<file path="src/hw/kmc_pkg.sv">
// package for the keypad and indicator controller
// assumes a 50 MHz system clock and an AHB-Lite register slave
package kmc_pkg;
    localparam int unsigned CLK_HZ          = 50_000_000;
    localparam int unsigned LONG_PRESS_MS   = 2000;
    localparam int unsigned LONG_PRESS_CYC  = (CLK_HZ / 1000) * LONG_PRESS_MS;
    localparam int unsigned DEBOUNCE_US     = 10_000;
    localparam int unsigned DEBOUNCE_CYC    = (CLK_HZ / 1_000_000) * DEBOUNCE_US;
    localparam int unsigned BLINK_MS        = 250;
    localparam int unsigned BLINK_CYC       = (CLK_HZ / 1000) * BLINK_MS;
    localparam int unsigned BOOT_S          = 90;
    // needs 33 bits at the full clock rate
    localparam longint unsigned BOOT_CYC    = 64'(CLK_HZ) * 64'(BOOT_S);
    localparam int unsigned NUM_KEYS        = 10;
    localparam int unsigned NUM_OUTS        = 8;
    localparam int unsigned SAT_TARGET_PCT  = 80;
    localparam int unsigned MOD_STEP_PCT    = 10;
    localparam int unsigned AUTO_STEP_CYC   = 1000;
    // key indices
    localparam int unsigned K_TEACH = 0;
    localparam int unsigned K_AUTO  = 1;
    localparam int unsigned K_INT   = 2;
    localparam int unsigned K_ENTER = 3;
    localparam int unsigned K_OPT   = 4;
    localparam int unsigned K_RIGHT = 5;
    localparam int unsigned K_ABORT = 6;
    localparam int unsigned K_TOL   = 7;
    localparam int unsigned K_CLEAR = 8;
    localparam int unsigned K_LEFT  = 9;
    // register byte addresses
    localparam logic [7:0] A_CTRL   = 8'h00;
    localparam logic [7:0] A_STATUS = 8'h04;
    localparam logic [7:0] A_INTENS = 8'h08;
    localparam logic [7:0] A_MOD    = 8'h0C;
    localparam logic [7:0] A_ITEM   = 8'h10;
    // reset values
    localparam logic [7:0] MOD_RST    = 8'h32;
    localparam logic [7:0] OUTDEF_RST = 8'hFF;
    // ctrl field positions
    localparam int unsigned C_OVER  = 0;
    localparam int unsigned C_COLOR = 1;
    typedef enum logic [2:0] {
        M_BOOT, M_OPER, M_INT, M_TEACH, M_TOLSUB, M_OPT, M_CLEAR
    } kmc_mode_t;
endpackage : kmc_pkg

</file>
<file path="src/hw/kmc_top.sv">
// keypad, menu and indicator controller with an AHB-Lite register slave
// assumes keys active high, synchronous to i_clk, one AHB slave on the bus
//
// Decided for this implementation: the AHB-Lite slave port and the placing of the registers.
module kmc_top
    import kmc_pkg::*;
#(
    parameter int unsigned LONG_CYC = LONG_PRESS_CYC,
    parameter int unsigned DEB_CYC  = DEBOUNCE_CYC,
    parameter int unsigned BLK_CYC  = BLINK_CYC,
    parameter longint unsigned BOOT_LEN = BOOT_CYC
) (
    // clock and reset
    input  wire logic                i_clk,
    input  wire logic                i_sys_rst,
    // membrane keys
    input  wire logic [NUM_KEYS-1:0] i_keys,
    // colour evaluation
    input  wire logic [NUM_OUTS-1:0] i_color_hit,
    // ahb-lite slave
    input  wire logic                i_hsel,
    input  wire logic [7:0]          i_haddr,
    input  wire logic [1:0]          i_htrans,
    input  wire logic                i_hwrite,
    input  wire logic [2:0]          i_hsize,
    input  wire logic [31:0]         i_hwdata,
    input  wire logic                i_hready,
    output logic      [31:0]         o_hrdata,
    output logic                     o_hreadyout,
    output logic                     o_hresp,
    // indicators and outputs
    output logic [NUM_OUTS-1:0]      o_switch_out,
    output logic [NUM_OUTS-1:0]      o_out_led,
    output logic [NUM_KEYS-1:0]      o_key_led,
    output logic                     o_green_led,
    output logic                     o_red_led,
    output logic                     o_key_lock,
    output logic                     o_teach_evt,
    output logic                     o_clear_evt
);
    typedef struct packed {
        logic [NUM_KEYS-1:0] deb;
        logic [NUM_KEYS-1:0][23:0] dcnt;
        logic [NUM_KEYS-1:0][31:0] hold;
        logic [NUM_KEYS-1:0] longd;
        logic [32:0]         boot;
        logic [31:0]         blk;
        logic                blink;
        kmc_mode_t           mode;
        logic [1:0]          seq;
        logic                lock;
        logic [7:0]          mod;
        logic [7:0]          mod_saved;
        logic [7:0]          intens;
        logic                over;
        logic                autorun;
        logic                autodone;
        logic [15:0]         acnt;
        logic [2:0]          item;
        logic [2:0]          item_saved;
        logic [7:0]          outdef;
        logic                wr_pend;
        logic [7:0]          wr_addr;
        logic [31:0]         rdata;
        logic [NUM_OUTS-1:0] sw;
        logic [NUM_OUTS-1:0] oled;
        logic [NUM_KEYS-1:0] kled;
        logic                green;
        logic                red;
        logic                tevt;
        logic                cevt;
    } kmc_state_t;

    kmc_state_t st, next_st;

    // thermometer bar of n lit LEDs out of 8
    function automatic logic [NUM_OUTS-1:0] bar(input logic [7:0] pct);
        int unsigned n;
        n = (32'(pct) * 8 + 50) / 100;
        bar = (n >= 8) ? 8'hFF : 8'((9'h001 << n) - 9'h001);
    endfunction : bar

    // relative step: below 10 % the level no longer moves
    function automatic logic [7:0] step(input logic [7:0] v, input logic up);
        logic [7:0] d;
        d = 8'((16'(v) * 16'(MOD_STEP_PCT)) / 16'd100);
        if (up) begin
            step = (v > 8'd100 - d) ? 8'd100 : v + d;
        end else begin
            step = v - d;
        end
    endfunction : step

    logic [NUM_KEYS-1:0] short_rel, long_hit;
    logic in_menu, bus_req;

    always_comb begin
        next_st      = st;
        next_st.tevt = 1'b0;
        next_st.cevt = 1'b0;
        short_rel    = '0;
        long_hit     = '0;
        in_menu      = (st.mode != M_OPER) && (st.mode != M_BOOT);
        // debounce and press timing
        for (int k = 0; k < NUM_KEYS; k++) begin
            if (i_keys[k] == st.deb[k]) begin
                next_st.dcnt[k] = '0;
            end else if (st.dcnt[k] >= 24'(DEB_CYC - 1)) begin
                next_st.deb[k]  = i_keys[k];
                next_st.dcnt[k] = '0;
            end else begin
                next_st.dcnt[k] = st.dcnt[k] + 24'd1;
            end
            if (st.deb[k]) begin
                if (st.hold[k] != 32'(LONG_CYC)) begin
                    next_st.hold[k] = st.hold[k] + 32'd1;
                end
                if (st.hold[k] == 32'(LONG_CYC - 1)) begin
                    long_hit[k]      = 1'b1;
                    next_st.longd[k] = 1'b1;
                end
            end else begin
                next_st.hold[k]  = '0;
                next_st.longd[k] = 1'b0;
                if (st.hold[k] != 0 && !st.longd[k]) begin
                    short_rel[k] = 1'b1;
                end
            end
        end
        if (st.mode == M_BOOT || st.lock) begin
            long_hit = '0;
        end
        if (st.mode == M_BOOT) begin
            short_rel = '0;
        end
        // lock sequence abort, enter, abort
        if (st.mode != M_BOOT && short_rel != '0) begin
            unique case (st.seq)
                2'd0: next_st.seq = short_rel[K_ABORT] ? 2'd1 : 2'd0;
                2'd1: next_st.seq = short_rel[K_ENTER] ? 2'd2 : (short_rel[K_ABORT] ? 2'd1 : 2'd0);
                2'd2: begin
                    next_st.seq = 2'd0;
                    if (short_rel[K_ABORT]) begin
                        next_st.lock = !st.lock;
                    end
                end
                default: next_st.seq = 2'd0;
            endcase
        end
        if (st.lock) begin
            short_rel = '0;
        end
        // blink and boot timers
        next_st.blk = (st.blk >= 32'(BLK_CYC - 1)) ? '0 : st.blk + 32'd1;
        if (st.blk >= 32'(BLK_CYC - 1)) begin
            next_st.blink = !st.blink;
        end
        if (st.mode == M_BOOT) begin
            next_st.boot = st.boot + 33'd1;
            if (st.boot >= 33'(BOOT_LEN - 1)) begin
                next_st.mode = M_OPER;
            end
        end
        // menu handling
        if (st.mode == M_OPER) begin
            if (long_hit[K_INT]) next_st.mode = M_INT;
            if (long_hit[K_TEACH]) next_st.mode = M_TEACH;
            if (long_hit[K_OPT]) next_st.mode = M_OPT;
            if (long_hit[K_CLEAR]) next_st.mode = M_CLEAR;
            if (long_hit != '0) begin
                next_st.mod_saved  = st.mod;
                next_st.item_saved = st.item;
            end
        end else if (in_menu) begin
            if (long_hit[K_ENTER]) begin
                next_st.mode = M_OPER;
                next_st.autodone = 1'b0;
            end else if (long_hit[K_ABORT]) begin
                next_st.mode     = M_OPER;
                next_st.mod      = st.mod_saved;
                next_st.item     = st.item_saved;
                next_st.autorun  = 1'b0;
                next_st.autodone = 1'b0;
            end
            if (st.mode == M_TEACH && short_rel[K_TOL]) begin
                next_st.mode = M_TOLSUB;
            end
            if (st.mode == M_INT) begin
                if (short_rel[K_RIGHT]) next_st.mod = step(st.mod, 1'b1);
                if (short_rel[K_LEFT]) next_st.mod = step(st.mod, 1'b0);
                if (short_rel[K_AUTO]) begin
                    next_st.autorun  = 1'b1;
                    next_st.autodone = 1'b0;
                end
            end else begin
                if (short_rel[K_RIGHT]) next_st.item = st.item + 3'd1;
                if (short_rel[K_LEFT]) next_st.item = st.item - 3'd1;
                if (short_rel[K_TEACH] || short_rel[K_AUTO]) next_st.tevt = 1'b1;
                if (st.mode == M_CLEAR && short_rel[K_ENTER]) next_st.cevt = 1'b1;
            end
        end
        // auto modulation walks the level to the target
        if (st.autorun) begin
            next_st.acnt = st.acnt + 16'd1;
            if (st.acnt >= 16'(AUTO_STEP_CYC - 1)) begin
                next_st.acnt = '0;
                if (st.mod < 8'(SAT_TARGET_PCT)) next_st.mod = st.mod + 8'd1;
                else if (st.mod > 8'(SAT_TARGET_PCT)) next_st.mod = st.mod - 8'd1;
                else begin
                    next_st.autorun  = 1'b0;
                    next_st.autodone = 1'b1;
                end
            end
        end
        // ahb-lite: latch write address, data in next phase; reads answered at once
        bus_req = i_hsel && i_hready && i_htrans[1];
        if (st.wr_pend) begin
            next_st.wr_pend = 1'b0;
            unique case (st.wr_addr)
                A_CTRL: begin
                    next_st.over = i_hwdata[C_OVER];
                end
                A_INTENS: next_st.intens = i_hwdata[7:0];
                A_MOD: next_st.outdef = i_hwdata[7:0];
                default: ;
            endcase
        end
        if (bus_req) begin
            next_st.wr_pend = i_hwrite;
            next_st.wr_addr = i_haddr;
            unique case (i_haddr)
                A_CTRL:   next_st.rdata = {31'h0, st.over};
                A_STATUS: next_st.rdata = {18'h0, st.lock, st.autodone, st.autorun,
                                           st.item, 2'h0, st.mode, 2'h0, st.mode == M_BOOT};
                A_INTENS: next_st.rdata = {24'h0, st.intens};
                A_MOD:    next_st.rdata = {16'h0, st.outdef, st.mod};
                A_ITEM:   next_st.rdata = {29'h0, st.item};
                default:  next_st.rdata = 32'h0;
            endcase
        end
        // switch outputs and output LEDs live from reset regardless of boot; key LEDs held off during boot
        for (int o = 0; o < NUM_OUTS; o++) begin
            next_st.sw[o] = (i_color_hit == '0) ? st.outdef[o] : i_color_hit[o];
        end
        next_st.oled = next_st.sw;
        if (st.mode == M_INT) begin
            if (st.autorun) next_st.oled = st.blink ? 8'hAA : 8'h55;
            else if (st.autodone) next_st.oled = bar(st.mod);
            else if (st.over) next_st.oled = st.blink ? 8'hFF : 8'h00;
            else next_st.oled = bar(st.intens);
        end
        for (int k = 0; k < NUM_KEYS; k++) begin
            next_st.kled[k] = next_st.longd[k] && st.mode != M_BOOT;
        end
        if (st.mode == M_INT && st.autodone) next_st.kled[K_INT] = 1'b1;
        next_st.green = (st.mode == M_BOOT) ? st.blink : 1'b1;
        next_st.red   = (st.mode == M_BOOT);
    end

    always_ff @(posedge i_clk) begin
        if (i_sys_rst) begin
            st        <= '0;
            st.mode   <= M_BOOT;
            st.mod    <= MOD_RST;
            st.outdef <= OUTDEF_RST;
        end else begin
            st <= next_st;
        end
    end

    assign o_hrdata     = st.rdata;
    assign o_hreadyout  = 1'b1;
    assign o_hresp      = 1'b0;
    assign o_switch_out = st.sw;
    assign o_out_led    = st.oled;
    assign o_key_led    = st.kled;
    assign o_green_led  = st.green;
    assign o_red_led    = st.red;
    assign o_key_lock   = st.lock;
    assign o_teach_evt  = st.tevt;
    assign o_clear_evt  = st.cevt;

    property p_boot_leds;
        @(posedge i_clk) disable iff (i_sys_rst) st.mode == M_BOOT |=> o_red_led;
    endproperty
    a_boot_leds: assert property (p_boot_leds) else $error("red off during boot");

    property p_oper_leds;
        @(posedge i_clk) disable iff (i_sys_rst)
            (st.mode == M_OPER && $past(st.mode) == M_OPER) |-> o_green_led && !o_red_led;
    endproperty
    a_oper_leds: assert property (p_oper_leds) else $error("bad leds in operating mode");

    property p_long_led;
        @(posedge i_clk) disable iff (i_sys_rst)
            (long_hit[K_ENTER] && st.mode != M_BOOT) |=> o_key_led[K_ENTER];
    endproperty
    a_long_led: assert property (p_long_led) else $error("key led not lit after long press");

    property p_commit;
        @(posedge i_clk) disable iff (i_sys_rst)
            (in_menu && long_hit[K_ENTER]) |=> st.mode == M_OPER;
    endproperty
    a_commit: assert property (p_commit) else $error("long enter did not leave menu");

    property p_discard;
        @(posedge i_clk) disable iff (i_sys_rst)
            (in_menu && long_hit[K_ABORT] && !st.autorun) |=> st.mod == $past(st.mod_saved);
    endproperty
    a_discard: assert property (p_discard) else $error("long abort kept changes");

    property p_default_out;
        @(posedge i_clk) disable iff (i_sys_rst)
            i_color_hit == '0 |=> o_switch_out == $past(st.outdef);
    endproperty
    a_default_out: assert property (p_default_out) else $error("default outputs wrong");

    property p_auto_flash;
        @(posedge i_clk) disable iff (i_sys_rst)
            (st.mode == M_INT && st.autorun) |=> (o_out_led == 8'hAA || o_out_led == 8'h55);
    endproperty
    a_auto_flash: assert property (p_auto_flash) else $error("auto pattern wrong");

    property p_short_once;
        @(posedge i_clk) disable iff (i_sys_rst) short_rel[K_RIGHT] |=> !short_rel[K_RIGHT];
    endproperty
    a_short_once: assert property (p_short_once) else $error("short action repeated");

    property p_boot_keys;
        @(posedge i_clk) disable iff (i_sys_rst)
            st.mode == M_BOOT |-> long_hit == '0 ##1
                ((st.mode == M_BOOT || st.mode == M_OPER) && !st.lock && o_key_led == '0);
    endproperty
    a_boot_keys: assert property (p_boot_keys) else $error("keys live during boot");
endmodule : kmc_top

</file>
<file path="config.mk">
export PLATFORM = sky130hd
export DESIGN_NAME = kmc_top
export DESIGN_NICKNAME = d
export VERILOG_FILES = /design/src/hw/kmc_pkg.sv /design/src/hw/kmc_top.sv
export SDC_FILE = /design/constraint.sdc
export NUM_CORES = 2
export LEC_CHECK = 0
export BUFFER_PORTS_ARGS = -buffer_cell sky130_fd_sc_hd__buf_4
export CAP_MARGIN = 10
export CORE_MARGIN = 2
export CORE_UTILIZATION = 55
export CTS_CLUSTER_SIZE = 16
export DETAILED_ROUTE_END_ITERATION = 16
export PLACE_DENSITY_LB_ADDON = 0.12
export SKIP_CTS_REPAIR_TIMING = 1
export SLEW_MARGIN = 20
export SYNTH_ARGS = -nofsm -noshare
export SYNTH_HDL_FRONTEND = slang
export SYNTH_SLANG_ARGS = --single-unit
</file>
<file path="constraint.sdc">
create_clock -name i_clk -period 11.1 [get_ports i_clk]
set_input_delay 0.555 -clock i_clk [delete_from_list [all_inputs] [get_ports i_clk]]
set_output_delay 0.555 -clock i_clk [all_outputs]
set_load 0.1 [all_outputs]
</file>
-- Yosys cells after proc, flatten, opt, wreduce, memory -nomap -nowiden
Index checks and enable logic that the tools add are counted.
- $add $sub $neg: 34
- $mul: 1
- divide/modulo/power cells: 3
- magnitude comparators: 18
- equal/unequal tests: 43
- shift operators: 2
- mux-type cells: 127
- bitwise operators: 22
- reductions and logical operators: 97
- operators by type and width (kind ; count):
    $add 32x1->32 const B ; 11
    $eq 32x27->1 const B ; 10
    $ne 32x27->1 const B ; 10
    $reduce_bool 32->1 ; 10
    $add 24x1->24 const B ; 10
    $ge 24x19->1 const B ; 10
    $mux 8 ; 20
    $pmux 16 s5 ; 1
    $mux 1 ; 75
    $div 32x7->32 const B ; 2
    $ge 32x4->1 const B ; 2
    $shl 1x32->8 const A ; 2
    $mux 3 ; 16
    $mux 41 ; 1
    $mux 18 ; 2
    $add 33x1->33 const B ; 1
    $ge 33x33->1 const B ; 1
    $eq 8x4->1 const B ; 4
    $ge 32x24->1 const B ; 1
    $mux 10 ; 3
    $reduce_and 2->1 ; 15
    $reduce_or 3->1 ; 10
    $logic_and 1x1->1 ; 27
    $add 11x6->12 const B ; 2
    other kinds (36) ; 101
- register bits after elaboration: 780
- input port bits: 68
- logic and storage cells: 404

-- Logic depth before layout (Yosys ltp)
- depth after elaboration: 15
- mapped depth: 41

-- Least setup slack after synthesis
Ideal clock, no wire load.
- kind: flip-flop to flip-flop
- from: register st[121] (netlist bit)
- to: register st (netlist bit o_out_led[4])
- setup time: 123 ps
- arrival: 7488 ps
- data required time: 10977 ps
- slack: 3489 ps
- cell stages (with the launch flop): 34
- path buffers: 5
- period minus slack after synthesis: 7611 ps
- cells stage by stage: dfxtp_1 -> buf_2 -> buf_1 -> clkinv_1 -> ha_1 -> clkbuf_1 -> buf_2 -> a21oi_1 -> a21oi_1 -> nor2_1 -> a21oi_1 -> a311oi_1 -> a21oi_1 -> ha_1 -> and4b_1 -> or4b_4 -> a31o_1 -> o21ai_2 -> o21ai_1 -> a22o_4 -> a311o_4 -> and2_4 -> buf_6 -> xnor2_1 -> ha_1 -> nand2_1 -> mux2i_1 -> o21ai_2 -> or3_1 -> ha_1 -> a22oi_1 -> o21ai_1 -> a2111oi_2 -> o21ai_1
- longest elaborated chain between the ends: 8
- elaborated cells on any way between the ends: 9
- those cells by class: 2 x add/sub; 1 x div; 1 x order compare; 1 x shift; 4 x mux
- ends and longest elaborated chain (item ; RTL line ; text):
    start, declared ; kmc_top.sv:74 ; kmc_state_t st, next_st;
    start signal, assigned ; kmc_top.sv:267 ; st <= next_st;
    $add 11x6->12 (*) ; kmc_top.sv:79 ; n = (32'(pct) * 8 + 50) / 100;
    $div 32x7->32 (*) ; kmc_top.sv:79 ;
    parallel branches: the longest is 2 deep, another holds $ge 32x4->1 ; n/a ;
    $mux 8 (*) ; kmc_top.sv:80 ; bar = (n >= 8) ? 8'hFF : 8'((9'h001 << n) - 9'h001);
    $mux 8 (*) ; kmc_top.sv:248 ; else if (st.autodone) next_st.oled = bar(st.mod);
    $mux 8 (*) ; kmc_top.sv:247 ; if (st.autorun) next_st.oled = st.blink ? 8'hAA : 8'h55;
    $mux 8 (*) ; kmc_top.sv:246 ; if (st.mode == M_INT) begin
Mark *: on every way between the ends.
A chain may end at the register's enable or synchronous reset.

-- Worst setup path after layout
- from: register st[120] (netlist bit)
- to: register st[124] (netlist bit)
- longest elaborated chain between the ends: 14
- elaborated cells on any way between the ends: 20
- those cells by class: 5 x add/sub; 1 x mul; 1 x div; 3 x order compare; 10 x mux
- ends and longest elaborated chain (item ; RTL line ; text):
    $mul 8x3->11 ; kmc_top.sv:86 ; d = 8'((16'(v) * 16'(MOD_STEP_PCT)) / 16'd100);
    $div 12x7->16 ; kmc_top.sv:86 ;
    $sub 7x8->8 ; kmc_top.sv:88 ; step = (v > 8'd100 - d) ? 8'd100 : v + d;
    $gt 8x8->1 ; kmc_top.sv:88 ;
    $mux 8 ; kmc_top.sv:88 ;
    $mux 8 ; kmc_top.sv:189 ; if (short_rel[K_RIGHT]) next_st.mod = step(st.mod, 1'b1);
    $mux 8 ; kmc_top.sv:190 ; if (short_rel[K_LEFT]) next_st.mod = step(st.mod, 1'b0);
    $mux 8 ; kmc_top.sv:188 ; if (st.mode == M_INT) begin
    $mux 8 ; kmc_top.sv:174 ; end else if (in_menu) begin
    $mux 8 ; kmc_top.sv:165 ; if (st.mode == M_OPER) begin
    $mux 8 ; kmc_top.sv:208 ; else if (st.mod > 8'(SAT_TARGET_PCT)) next_st.mod = st.mod - 8'd1;
    $mux 8 ; kmc_top.sv:207 ; if (st.mod < 8'(SAT_TARGET_PCT)) next_st.mod = st.mod + 8'd1;
    $mux 8 ; kmc_top.sv:205 ; if (st.acnt >= 16'(AUTO_STEP_CYC - 1)) begin
    $mux 8 (*) ; kmc_top.sv:203 ; if (st.autorun) begin
Every way passes the cells marked *; elsewhere a longest branch is shown, timed or not.

==> PnR_summary.wiki <==
{| class="wikitable"
! Metric !! Value
|-
| Setup repair after global routing missed its margin || no
|-
| Most frequent standard cell in the layout excluding fill and tap cells || nor2_1
|-
| Power per cell area || 139.4 nW/um2
|-
| Element type at the critical path end || register
|-
| Met3 Track Usage GR || 3.046%
|-
| Least-Margin Pin Slew || 1.060 ns
|-
| MaxCap Viol Count || 0
|-
| Static leakage || 14.87 nW
|-
| Post-synthesis instance area || 37480 um2
|-
| Met2 global-route usage || 35.87%
|-
| Remaining antenna violation count || 0
|-
| Maximum fanout along the worst path || 18
|-
| Number of hold violations in the final report || 0
|-
| Share of the synthesized area in the top cell type || 40.81%
|-
| Clock root buffer master || clkbuf_16
|-
| Drt pass-1 iters || 6
|-
| Unique masters post-synth || 113
|-
| Warnings from Yosys || 0
|-
| Worst setup skew after layout || 0.02601 ns
|-
| Die Wd || 265.0 um
|-
| Vias in the first global route || 27891
|-
| Height of the die || 265.0 um
|-
| Skew-Pair Late Insertion Delay || 0.64 ns
|-
| Most frequent cells in the layout || nor2_1 (844), dfxtp_1 (764), nand2_1 (394)
|-
| Final Max Tran Viols || 0
|-
| Area added between synthesis and finish || 10.82%
|-
| Detailed placer's ending HPWL || 54150 um
|-
| Fraction of registers with async set or reset after synthesis || 0%
|-
| Grt peak-use layer || met2
|-
| Startpoint type of the worst setup path || register
|-
| Number of cells traversed by the worst register-to-register path || 38
|-
| Drt total wl || 79330 um
|-
| # placed instances || 5395
|-
| Max Buffers Root-to-Sink || 3
|-
| Library cell appearing most often on the critical path || o21a_1
|-
| Worst Path Required || 11.67 ns
|-
| IO Port Bufs || 86
|-
| Pin count of the biggest net entering global routing || 94
|-
| I/O pin cnt || 133
|-
| Prevailing post-synth register cell || dfxtp_1
|-
| Routability-driven placement congestion ratio || 0.8724
|-
| Layout cells sized above 1 || 6.947%
|-
| Worst-path clk slew || 0.06 ns
|-
| Post-route non-filler standard cell count || 5538
|-
| # clock sinks || 764
|-
| Total CTS buffers || 80
|-
| Status || complete, no violations
|-
| Initial standard-cell utilization of the core || 55.70%
|-
| Filler cell count || 6034
|-
| Number of standard cells after synthesis || 4544
|-
| Final period util || 77.74%
|-
| Largest stage delay, worst path || 0.82 ns
|-
| Setup-failing EPs final || 0
|-
| Met1 Usage GRT || 31.02%
|-
| Iteration-0 DRC count of the detailed router || 1849
|-
| Largest cells by area after synthesis || dfxtp_1 (41%), nor2_1 (8.5%), xor2_1 (7.7%), xnor2_1 (4.5%), nand2_1 (3.9%)
|-
| Maximum level of the CTS H-tree || 3
|-
| GRT Resource Usage Total || 22.23%
|-
| Routed vias || 30406
|-
| Timing-limited maximum frequency || 0.1159 GHz
|-
| Classification of the worst-slack hold path || in2reg
|-
| Maximum resistive drop on vdd || 0.0001127 V
|-
| Critical-path top delay cell || dfxtp_1
|-
| Number of rows created at floorplan || 95
|-
| WHS Path Cells || 2
|-
| Average footprint of a synthesized cell || 8.247 um2
|-
| DRC violations left || 0
|-
| Path type of the worst setup path || reg2reg
|-
| Antenna violations before repair || 2
|-
| Net count of the finished layout || 4762
|-
| Full die area || 70240 um2
|-
| Clock tree from TritonCTS || done
|-
| Final critical-path required period || 8.630 ns
|-
| Final total negative setup slack || 0 ns
|-
| Biggest area consumer among synthesized cells || dfxtp_1
|-
| Number of enable-type register cells in the synthesized netlist || 0
|-
| Proportion of synthesized chip area in sequential cells || 40.81%
|-
| Post-DR wirelength/cell || 14.32 um
|-
| First-pass GRT wire length || 133700 um
|-
| Leftover overflow at the end of global routing || 0
|-
| Post-synthesis register bit count || 764
|-
| Worst slew margin relative to its limit || 29.10%
|-
| Core region area || 67280 um2
|-
| Arrival time worst endpoint || 9.20 ns
|-
| Final core occ || 61.73%
|-
| Via density || 5.490
|}
## through the flow
stage | hold slack (ns) | setup WS (ns) | cell area, um2 | total power [W]
after floorplan | 0.4258 | 3.489 | 37760 | 0.002953
after global placement | 0.4415 | 2.583 | 38670 | 0.002986
after detailed placement | 0.4472 | 2.529 | 38670 | 0.002987
after CTS | 0.1116 | 2.442 | 41530 | 0.005868
after global routing | 0.1340 | 1.682 | 41530 | 0.005982
final | 0.1413 | 2.470 | 41530 | 0.005791
## cells in the mapped netlist (all sizes together), types with 101 or more instances
cell,instances
nand3,258
nor2,847
xnor2,193
and3,138
clkbuf,130
o21ai,141
nand2,395
inv,108
nor3,101
xor2,330
dfxtp,764
a21oi,186
## critical path, delay by kind of cell, from the launching register on
family | cells | cell delay, ns
DFF | 1 | 0.82
muxes | 1 | 0.34
adders and majority gates | 7 | 2.12
and+or+nand+nor | 9 | 1.63
AOI/OAI and AO/OA | 16 | 3.18
buffers and inverters | 5 | 0.46
## state kept, by name, summed over array words and instances (netlist names)
signal / count
o_switch_out: 8
o_red_led: 1
o_key_led: 10
o_out_led: 8
o_hrdata: 16
o_green_led: 1
o_teach_evt: 1
o_clear_evt: 1
st: 717
o_key_lock: 1
## routing by layer
metal | up-vias | wire, um
met1 | 14115 | 38680
met2 | 462 | 35820
li1 | 15701 | -
met3 | 128 | 2886
met4 | 0 | 1947
met5 | - | 0
## power by group
group          switching [W]  internal [W]  total, W  leakage [nW]
registers          0.0000131       0.00276   0.00278          6.18
clock network        0.00114       0.00173   0.00287          1.40
logic               0.000112     0.0000371  0.000149          7.28
total                0.00126       0.00453   0.00579          14.9
## layout make-up
cell class                      instances  area (um2)  share of cell area [%]
Multi-Input combinational cell       3537       21030                   50.63
Sequential cell                       764       15290                   36.83
Clock buffer                          110        2316                   5.576
Tap cell                              873        1092                   2.630
Timing Repair Buffer                  111       837.1                   2.015
Clock inverter                         32       546.8                   1.317
Inverter                              110       412.9                  0.9942
Antenna cell                            1       2.502                0.006025
## worst paths after layout
check | from | to | slack, ns
worst max-delay path | st[120] | st[124] | 2.47
worst min-delay path | i_hwdata[3] | st[74] | 0.14
worst max register to register | st[120] | st[124] | 2.47
worst min register to register | o_hrdata[15] | o_hrdata[15] | 0.45
## cells by family after synthesis
logic type                 Yosys count  share of synthesized area [%]
other                                2                        0.02004
buffers and inverters              318                          3.853
DFF                                764                          40.81
adders and majority gates           95                          3.202
xor gates and xnor gates           523                          12.22
and+or+nand+nor                   2175                          27.40
muxes                               51                          1.389
AOI/OAI and AO/OA                  616                          11.10
Note: power is estimated with default switching activity, not from simulation.
